`src/pkg/card_socket_regs.vh`:
```
// Register offsets, field positions, request codes and timing counts of the socket power and clock block.
`ifndef CARD_SOCKET_REGS_VH
`define CARD_SOCKET_REGS_VH
`define SOCKET_VOLTAGE_CONTROL_OFS 8'h10
`define SOCKET_CLOCK_POWER_MGMT_OFS 8'h20
`define CLOCK_STOP_POLICY_BIT 7
`define SUPPLY_REQ_HI 6
`define SUPPLY_REQ_LO 4
`define PROGRAM_REQ_HI 2
`define PROGRAM_REQ_LO 0
`define FIXED_ONE_BIT 10
`define THROTTLE_ENABLE_BIT 16
`define THROTTLE_SELECT_BIT 0
`define REQ_OFF 3'h0
`define REQ_SUPPLY_RSVD 3'h1
`define REQ_SUPPLY_5V 3'h2
`define REQ_SUPPLY_3V3 3'h3
`define REQ_PROG_12V 3'h1
`define REQ_PROG_5V 3'h2
`define REQ_PROG_3V3 3'h3
`define SOCKET_IDLE_CLOCKS 4'h8
`define SLOW_DIVIDE 5'h10
`endif

```
`src/rtl/card_socket_power_clock_ctrl.v`:
```
// Socket voltage control and socket clock power management registers with card clock policy.
`timescale 1ns/10ps
`include "card_socket_regs.vh"
module card_socket_power_clock_ctrl (
   // Clock and reset
   input wire clk,
   input wire rst,
   // Reset pins from outside, both active low
   input wire globalResetPin_n,
   input wire hostBusResetPin_n,
   // PME enable from the power management function
   input wire pmeEnable,
   // Register port
   input wire [7:0] regAddr,
   input wire [31:0] regWrData,
   input wire regWrite,
   input wire regRead,
   output reg [31:0] regRdData,
   // Card type and socket activity
   input wire card5vCapable,
   input wire card3vCapable,
   input wire socketBusy,
   input wire hostClockStopping,
   // Outputs to the socket power switch
   output reg [2:0] supplyVoltageRequest,
   output reg [2:0] programVoltageRequest,
   output reg supplyRequestRefused,
   // Card clock-run permissions
   output reg cardClockStopAllowed,
   output reg cardClockSlowAllowed,
   output reg cardClockDivEnable
);
   // ----------------------------------------------------------------
   // Input synchronisers
   // ----------------------------------------------------------------
   // All pins from outside the clock domain travel in one vector, two flip-flops per bit.
   localparam PIN_COUNT = 6;
   // Reset levels: both reset pins released, socket busy, no card fitness, host clock running.
   localparam [PIN_COUNT-1:0] PIN_IDLE = 6'h32;
   wire [PIN_COUNT-1:0] pinRaw = {globalResetPin_n, hostBusResetPin_n, card5vCapable, card3vCapable, socketBusy,
      hostClockStopping};
   wire [PIN_COUNT-1:0] pinSync;
   genvar pinIdx;
   generate
      for (pinIdx = 0; pinIdx < PIN_COUNT; pinIdx = pinIdx + 1) begin : pinSyncGen
         reg [1:0] stage_q;
         always @(posedge clk) begin
            if (rst) begin
               stage_q <= {2{PIN_IDLE[pinIdx]}};
            end else begin
               stage_q <= {stage_q[0], pinRaw[pinIdx]};
            end
         end
         assign pinSync[pinIdx] = stage_q[1];
      end
   endgenerate
   wire globalReset = ~pinSync[5];
   wire busReset = ~pinSync[4];
   wire card5v = pinSync[3];
   wire card3v = pinSync[2];
   wire socketBusySync = pinSync[1];
   wire hostStop = pinSync[0];

   // ----------------------------------------------------------------
   // Register storage
   // ----------------------------------------------------------------
   reg clockStopPolicy_q;
   reg [2:0] supplyReq_q;
   reg [2:0] programReq_q;
   reg throttleEnable_q;
   reg throttleSelect_q;
   // Writes to unmapped offsets match neither strobe and are dropped.
   wire ctrlWrite = regWrite && (regAddr == `SOCKET_VOLTAGE_CONTROL_OFS);
   wire pmWrite = regWrite && (regAddr == `SOCKET_CLOCK_POWER_MGMT_OFS);
   wire [2:0] wrSupply = regWrData[`SUPPLY_REQ_HI:`SUPPLY_REQ_LO];
   wire [2:0] wrProgram = regWrData[`PROGRAM_REQ_HI:`PROGRAM_REQ_LO];
   // Context bits survive a bus reset while PME is on, so a wake-up keeps the socket powered.
   wire contextClear = globalReset || (busReset && !pmeEnable);

   // ----------------------------------------------------------------
   // Request checks against the card
   // ----------------------------------------------------------------
   // Only codes the card accepts are stored; others leave the field as it was.
   reg supplyOk;
   reg programOk;
   always @* begin
      case (wrSupply)
         `REQ_OFF: supplyOk = 1'b1;
         `REQ_SUPPLY_5V: supplyOk = card5v;
         `REQ_SUPPLY_3V3: supplyOk = card3v;
         default: supplyOk = 1'b0;
      endcase
      case (wrProgram)
         `REQ_OFF: programOk = 1'b1;
         `REQ_PROG_12V: programOk = 1'b1;
         `REQ_PROG_5V: programOk = card5v;
         `REQ_PROG_3V3: programOk = card3v;
         default: programOk = 1'b0;
      endcase
   end

   // ----------------------------------------------------------------
   // Voltage request fields
   // ----------------------------------------------------------------
   // A clear wins over a write that falls in the same cycle.
   reg [2:0] supplyReq_d;
   reg [2:0] programReq_d;
   always @* begin
      supplyReq_d = supplyReq_q;
      programReq_d = programReq_q;
      if (contextClear) begin
         supplyReq_d = `REQ_OFF;
         programReq_d = `REQ_OFF;
      end else if (ctrlWrite) begin
         if (supplyOk) begin
            supplyReq_d = wrSupply;
         end
         if (programOk) begin
            programReq_d = wrProgram;
         end
      end
   end
   always @(posedge clk) begin
      if (rst) begin
         supplyReq_q <= `REQ_OFF;
         programReq_q <= `REQ_OFF;
      end else begin
         supplyReq_q <= supplyReq_d;
         programReq_q <= programReq_d;
      end
   end

   // ----------------------------------------------------------------
   // Clock policy and throttle bits
   // ----------------------------------------------------------------
   // Either reset pin returns the policy and throttle bits to their idle values.
   wire clockClear = globalReset || busReset;
   reg clockStopPolicy_d;
   reg throttleEnable_d;
   reg throttleSelect_d;
   always @* begin
      clockStopPolicy_d = clockStopPolicy_q;
      throttleEnable_d = throttleEnable_q;
      throttleSelect_d = throttleSelect_q;
      if (clockClear) begin
         clockStopPolicy_d = 1'b0;
         throttleEnable_d = 1'b0;
         throttleSelect_d = 1'b0;
      end else begin
         if (ctrlWrite) begin
            clockStopPolicy_d = regWrData[`CLOCK_STOP_POLICY_BIT];
         end
         if (pmWrite) begin
            throttleEnable_d = regWrData[`THROTTLE_ENABLE_BIT];
            throttleSelect_d = regWrData[`THROTTLE_SELECT_BIT];
         end
      end
   end
   always @(posedge clk) begin
      if (rst) begin
         clockStopPolicy_q <= 1'b0;
         throttleEnable_q <= 1'b0;
         throttleSelect_q <= 1'b0;
      end else begin
         clockStopPolicy_q <= clockStopPolicy_d;
         throttleEnable_q <= throttleEnable_d;
         throttleSelect_q <= throttleSelect_d;
      end
   end

   // ----------------------------------------------------------------
   // Read port
   // ----------------------------------------------------------------
   // Unmapped offsets read as zero.
   reg [31:0] rdMux;
   always @* begin
      rdMux = 32'h00000000;
      case (regAddr)
         `SOCKET_VOLTAGE_CONTROL_OFS: begin
            rdMux[`FIXED_ONE_BIT] = 1'b1;
            rdMux[`CLOCK_STOP_POLICY_BIT] = clockStopPolicy_q;
            rdMux[`SUPPLY_REQ_HI:`SUPPLY_REQ_LO] = supplyReq_q;
            rdMux[`PROGRAM_REQ_HI:`PROGRAM_REQ_LO] = programReq_q;
         end
         `SOCKET_CLOCK_POWER_MGMT_OFS: begin
            rdMux[`THROTTLE_ENABLE_BIT] = throttleEnable_q;
            rdMux[`THROTTLE_SELECT_BIT] = throttleSelect_q;
         end
         default: rdMux = 32'h00000000;
      endcase
   end

   // Read data stand for the one cycle after the strobe; between reads the port shows zero.
   reg [31:0] rdData_d;
   always @* begin
      rdData_d = 32'h00000000;
      if (regRead) begin
         rdData_d = rdMux;
      end
   end
   always @(posedge clk) begin
      if (rst) begin
         regRdData <= 32'h00000000;
      end else begin
         regRdData <= rdData_d;
      end
   end

   // ----------------------------------------------------------------
   // Power switch outputs
   // ----------------------------------------------------------------
   // The refusal flag follows every control write and holds between them.
   reg refused_d;
   always @* begin
      refused_d = supplyRequestRefused;
      if (ctrlWrite) begin
         refused_d = !(supplyOk && programOk);
      end
   end
   always @(posedge clk) begin
      if (rst) begin
         supplyVoltageRequest <= `REQ_OFF;
         programVoltageRequest <= `REQ_OFF;
         supplyRequestRefused <= 1'b0;
      end else begin
         supplyVoltageRequest <= supplyReq_q;
         programVoltageRequest <= programReq_q;
         supplyRequestRefused <= refused_d;
      end
   end

   // ----------------------------------------------------------------
   // Card clock policy
   // ----------------------------------------------------------------
   wire idleEnough;
   socket_idle_counter #(
      .WIDTH(4),
      .LIMIT(`SOCKET_IDLE_CLOCKS)
   ) idleCount (
      .clk(clk),
      .rst(rst),
      .socketBusy(socketBusySync),
      .idleReached(idleEnough)
   );

   // ----------------------------------------------------------------
   // Card clock permissions
   // ----------------------------------------------------------------
   // Policy 0 waits for an idle socket and a host clock about to stop; policy 1 does not wait.
   wire waitMet = idleEnough && hostStop;
   wire policyMet = clockStopPolicy_q || waitMet;
   wire mayAct = throttleEnable_q && policyMet;

   // The select bit picks stopping or slowing, never both at once.
   reg stopAllowed_d;
   reg slowAllowed_d;
   always @* begin
      stopAllowed_d = 1'b0;
      slowAllowed_d = 1'b0;
      if (mayAct) begin
         if (throttleSelect_q) begin
            slowAllowed_d = 1'b1;
         end else begin
            stopAllowed_d = 1'b1;
         end
      end
   end

   // ----------------------------------------------------------------
   // Slow clock divider
   // ----------------------------------------------------------------
   // Free-running count whose wrap gives a one-cycle enable every 16 clocks.
   reg [3:0] divCount_q;
   wire [3:0] divCount_d = divCount_q + 4'h1;
   wire divWrap = ({1'b0, divCount_q} == (`SLOW_DIVIDE - 5'h01));
   always @(posedge clk) begin
      if (rst) begin
         divCount_q <= 4'h0;
         cardClockStopAllowed <= 1'b0;
         cardClockSlowAllowed <= 1'b0;
         cardClockDivEnable <= 1'b0;
      end else begin
         divCount_q <= divCount_d;
         cardClockStopAllowed <= stopAllowed_d;
         cardClockSlowAllowed <= slowAllowed_d;
         cardClockDivEnable <= divWrap;
      end
   end
endmodule // card_socket_power_clock_ctrl

```
`src/rtl/socket_idle_counter.v`:
```
// Counter that reports when the card socket has been idle for a set number of clocks.
`timescale 1ns/10ps
module socket_idle_counter #(
   parameter WIDTH = 4,
   parameter [WIDTH-1:0] LIMIT = 4'h8
) (
   // Clock and reset
   input wire clk,
   input wire rst,
   // Activity in, idle out
   input wire socketBusy,
   output reg idleReached
);
   reg [WIDTH-1:0] count_q;
   always @(posedge clk) begin
      if (rst || socketBusy) begin
         count_q <= {WIDTH{1'b0}};
         idleReached <= 1'b0;
      end else begin
         if (count_q != LIMIT) begin
            count_q <= count_q + {{(WIDTH-1){1'b0}}, 1'b1};
         end
         idleReached <= (count_q == LIMIT);
      end
   end
endmodule // socket_idle_counter

```
`config.mk`:
```
export PLATFORM = sky130hd
export DESIGN_NAME = card_socket_power_clock_ctrl
export DESIGN_NICKNAME = d
export VERILOG_FILES = /design/src/rtl/card_socket_power_clock_ctrl.v /design/src/rtl/socket_idle_counter.v
export VERILOG_INCLUDE_DIRS = /design/src /design/src/pkg
export SDC_FILE = /design/constraint.sdc
export NUM_CORES = 1
export LEC_CHECK = 0
export ABC_AREA = 1
export ABC_CLOCK_PERIOD_IN_PS = 1700
export BUFFER_PORTS_ARGS = -buffer_cell sky130_fd_sc_hd__buf_2
export CORE_MARGIN = 4
export CORE_UTILIZATION = 45
export DETAILED_ROUTE_END_ITERATION = 16
export PLACE_DENSITY_LB_ADDON = 0.15
export SYNTH_ARGS = -nofsm -noshare
export SYNTH_HDL_FRONTEND = slang
export SYNTH_SLANG_ARGS = --single-unit
```
`constraint.sdc`:
```
create_clock -name clk -period 1.7 [get_ports clk]
set_clock_uncertainty 0.05 [all_clocks]
set_input_delay 0.085 -clock clk [delete_from_list [all_inputs] [get_ports clk]]
set_output_delay 0.085 -clock clk [all_outputs]
set_load 0.005 [all_outputs]
```
**Yosys cells after proc, flatten, opt, wreduce, memory -nomap -nowiden**

Cells that the tools add are included.

- Add/sub/neg operators: 2
- Equal/unequal tests: 10
- Muxes and demuxes: 6
- Bitwise logic cells: 6
- Reduce and logical (&&, ||, !) cells: 23

Operators with widths:

| cell | number |
|---|---|
| $eq 3x2->1 const B | 4 |
| $reduce_or 2->1 | 5 |
| $add 4x1->4 const B | 2 |
| $eq 4x4->1 const B | 2 |
| $eq 8x5->1 const B | 1 |
| $eq 8x6->1 const B | 1 |
| $logic_and 1x1->1 | 6 |
| $logic_not 3->1 | 2 |
| $not 1->1 | 6 |
| $pmux 1 s3 | 2 |
| $reduce_or 3->1 | 2 |
| $logic_or 1x1->1 | 4 |
| $ne 4x4->1 const B | 1 |
| $reduce_and 2->1 | 2 |
| $eq 3x1->1 const B | 1 |
| $mux 1 | 3 |
| $logic_not 1->1 | 2 |
| $pmux 1 s2 | 1 |

- Flip-flop bits (word level): 72
- Bits of input ports: 51
- Word-level logic and storage cells: 71

**Depth between registers and ports, before layout**

- Depth in word-level cells: 5
- Gate-level depth with buffers: 8
- Mapped depth without buffers: 8

**By module**

From an unflattened synthesis, not the netlist that was laid out.

- Cell total of the unflattened synthesis: 233
- Area total of the unflattened synthesis: 1936.9 um^2

By module, submodules not included:

| module | instances | cells an instance | area an instance (um^2) |
|---|---|---|---|
| card_socket_power_clock_ctrl | 1 | 202 | 1697.9 |
| socket_idle_counter | 1 | 31 | 239.0 |

**Worst setup path after synthesis**

No wires, ideal clock.

- Path kind: register to register
- From: register idleCount.count_q[0]
- To: register idleCount.count_q[0]
- Arrival: 0.890 ns
- Required time: 1.523 ns
- Path slack: 0.633 ns
- Cell stages (with the launch flop): 9
- Period minus slack after synthesis: 1.067 ns
- Cells stage by stage: dfxtp_1 -> inv_1 -> ha_1 -> nand2_1 -> nor2_1 -> nand2_1 -> inv_1 -> nand2_1 -> o21ai_0

- Longest elaborated chain between the ends: 1

Ends and longest elaborated chain:

| item | RTL line | text |
|---|---|---|
| start: declaration | socket_idle_counter.v:14 | `reg [WIDTH-1:0] count_q;` |
| start signal: assignment | socket_idle_counter.v:17 | `count_q <= {WIDTH{1'b0}};` |
| start signal: assignment | socket_idle_counter.v:21 | `count_q <= count_q + {{(WIDTH-1){1'b0}}, 1'b1};` |
| $add 4x1->4 or $ne 4x4->1 (tied branches) | socket_idle_counter.v:21, socket_idle_counter.v:20 |  |

Several ways; a longest one is shown, not always the timed one.
A chain may end at the register's enable or synchronous reset.

**Worst setup path in the final report**

- From: register idleCount.count_q[0]
- To: register idleCount.count_q[1]

The elaborated chain is that of the path after synthesis.

==> results by group <==
Outcome
  – Status: finished clean

Worst setup path
  – Critical Path RT: ~1.8 ns
  – Critical Path Slowest Stage Cell: dfxtp_1
  – Worst Path Arrival: around 1.3 ns
  – Critical path launch point type: flip-flop
  – Worst-path maximum fanout: 5
  – CP bufs+invs: 1
  – RR Startpoint: idleCount.count_q[0]
  – Worst Setup End Kind: flip-flop
  – Slowest stage delay, CP: around 0.35 ns
  – Number of cells on the critical path: 5
  – Crit path cell chain: inv_1, ha_1, nand2_1, o21ai_0, o22ai_1
  – Reg-to-reg slack, setup: between 0.5 and 0.6 ns
  – Worst setup path endpoint: idleCount.count_q[1]
  – Crit path from: idleCount.count_q[0]
  – Worst reg2reg path depth: 5
  – Crit-path leading delay family: compound AO/OA/AOI/OAI gates
  – Critical path class: reg2reg
  – Worst r2r dst: idleCount.count_q[1]

STA
  – Min Tclk post-route: about 1.2 ns
  – Slew Viols, Final: 0
  – Hold_ws: between 0.003 and 0.004 ns
  – Final Hold Fails: 0
  – Endpoints failing setup: 0
  – RSZ-0062 raised after global routing: false
  – Final TNS setup: 0 ns
  – Final Cycle Share: 69.09%
  – FMAX: 851.4 MHz

Yosys
  – Mapped cell area: between 1500 and 2000 µm²
  – Sequential-to-total area share from yosys stat: a little over half
  – Ys Warns: 0
  – Yosys reg bits: 49
  – Yosys cell types: 24
  – Synth Area per Inst: approximately 8.4 µm²
  – Mapped Cells: between 200 and 250

Route
  – Routed WL per cell: 9.245 µm
  – Vias/cell: 4.169
  – DRT iter0 DRCs: 47
  – Routed length on met3: a little over 200 µm
  – DRC: 0
  – Uppermost layer routed: met4
  – Met2 WL: ~1.5 mm
  – Detail Route Antenna Nets: 0
  – DR pass1 iterations: 4
  – Via Count: 1,380
  – Final WL: 3.060 mm
  – M1 wire length: 1.331 mm

Global route
  – Number of global-route vias before repair: between 1,000 and 1,500
  – GRT overflow: 0
  – Largest net degree at the start of global routing: 18
  – First-pass GRT wire length: ~5.3 mm
  – Initial antenna violation count: 0
  – Total GRT Usage: approximately 13%

Floorplan
  – Die height: between 70 and 80 µm
  – Starting Density: a little under half
  – Die X: roughly 73 µm
  – Die Area: between 5000 and 6000 µm²
  – Number of core rows: 23
  – Core area: 4029 µm²
  – IO Count: 93

Power and ir drop
  – Pwr dens: between 800 and 900 nW/µm²
  – Pleak: between 0.001 and 0.0015 µW
  – Peak supply drop: roughly 0.46 mV

Hold path
  – Worst hold-check path type: in2reg
  – Hold_sp: regWrData[5]

Job
  – Maxcap violations: 0

Cells and area
  – Layout Nets: 336
  – FILL cells: slightly below 400
  – Commonest non-fill, non-tap cell in the layout: dfxtp_1
  – Register Area: 980.9 µm²
  – Number of diodes: 0
  – Multi-input logic area: roughly 690 µm²
  – Cell area after layout: ~2200 µm²
  – Share of cells above drive strength 1: 25.27%
  – Area added between synthesis and finish: 18.67%
  – Most frequent cells in the layout: dfxtp_1, nor2_1, buf_2, nand2_1, inv_1

CTS
  – Number of H-tree levels: 2
  – Reg clk slew, reported paths: ~0.08 ns
  – Total CTS buffers: 5
  – CTS Sinks: 49
  – CTS tree: built
  – Setup fix buffers added after clock tree synthesis: 0
  – Post-CTS Resized: 0
  – Hold buffer count at cts: 8
  – Clock Tree Root: clkbuf_8
  – Clk buf depth: 2
  – Clk_lat worst skew: between 0.2 and 0.3 ns

Placed design
  – Gpl congestion: 0.7874
  – Placed cell area: 2081 µm²
  – PortBufs: 45
  – Post-DP HPWL: 2.419 mm
## tightest hold or removal path, cell delays in order
cell and delay, ns:
buf_2 0.10, nor2_1 0.04, nor2_1 0.08
## cell type report
cell class                 instances  area share, %
clock buffer                       5          3.080
clock inverter                     1         0.2240
inverter                          30          5.039
multi-input combinational        142          30.96
sequential                        49          43.90
tap                               50          2.800
timing repair buffer              54          14.00
## flip-flops by register name, indices dropped and copies added (netlist names)
register and flops:
pinSyncGen.stage_q 12, regRdData 9, divCount_q 4, idleCount.count_q 4, programReq_q 3, programVoltageRequest 3
supplyReq_q 3, supplyVoltageRequest 3, cardClockDivEnable 1, cardClockSlowAllowed 1, cardClockStopAllowed 1, clockStopPolicy_q 1
idleCount.idleReached 1, supplyRequestRefused 1, throttleEnable_q 1, throttleSelect_q 1
## synthesized netlist by cell type
master / n / area share [%]
dfxtp_1: 49 / 52
nor2_1: 47 / 9.4
nand2_1: 29 / 5.8
inv_1: 28 / 5.6
buf_4: 23 / 9.2
or2_2: 6 / 2.0
a21oi_1: 5 / 1.3
nand3_1: 4 / 1.1
nor2_2: 4 / 1.3
o21ai_0: 4 / 1.1
ha_1: 3 / 2.0
nand2_2: 3 / 1.0
nand3_4: 3 / 2.8
clkbuf_1: 2 / 0.40
inv_2: 2 / 0.40
nor3_1: 2 / 0.53
o21ai_1: 2 / 0.53
o22ai_1: 2 / 0.66
conb_1: 1 / 0.20
nand4_1: 1 / 0.33
nor2_8: 1 / 1.1
nor4b_1: 1 / 0.47
o211ai_1: 1 / 0.40
xnor2_1: 1 / 0.47
## per-stage QoR
stage,utilization (%),std cells,worst slack [ns],power (µW)
6_report,55.47,331,0.5255,1905
3_3_place_gp,51.65,317,0.5259,1316
3_5_place_dp,51.65,317,0.5369,1318
5_1_grt,55.47,331,0.3744,1997
4_1_cts,55.47,331,0.5183,1936
2_1_floorplan,-,246,0.6332,1304
## kinds of logic after synthesis
group | after synthesis | share of synthesized area [%]
compound gates | 14 | 3.987
xor+xnor | 1 | 0.4652
fa+ha+maj | 3 | 1.994
buf+inv | 55 | 15.55
flops | 49 | 52.09
other cells | 1 | 0.1991
simple gates | 101 | 25.71
## metal layers
metal / vias up / GRT usage, %
met1: 594 / 14.71
li1: 741 / -
met5: - / 0
met2: 39 / 22.85
met3: 6 / 3.030
met4: 0 / 4.303
## worst min path at each step
stage                                     to  slack (ns)  depth (start not counted)
floorplan           pinSyncGen[1].stage_q[0]        0.14                          1
global placement    pinSyncGen[1].stage_q[0]        0.22                          2
detailed placement  pinSyncGen[1].stage_q[0]        0.22                          2
CTS                           supplyReq_q[1]       0.004                          3
global route                  supplyReq_q[1]        0.02                          3
finish                        supplyReq_q[1]       0.003                          3
## power by group
group / total, µW / switching (µW) / internal, µW
registers: 1180 / 8.55 / 1170
clock network: 600 / 329 / 271
logic: 130 / 72.9 / 56.9
total: 1900 / 411 / 1490
(Power assumes the default switching activity.)
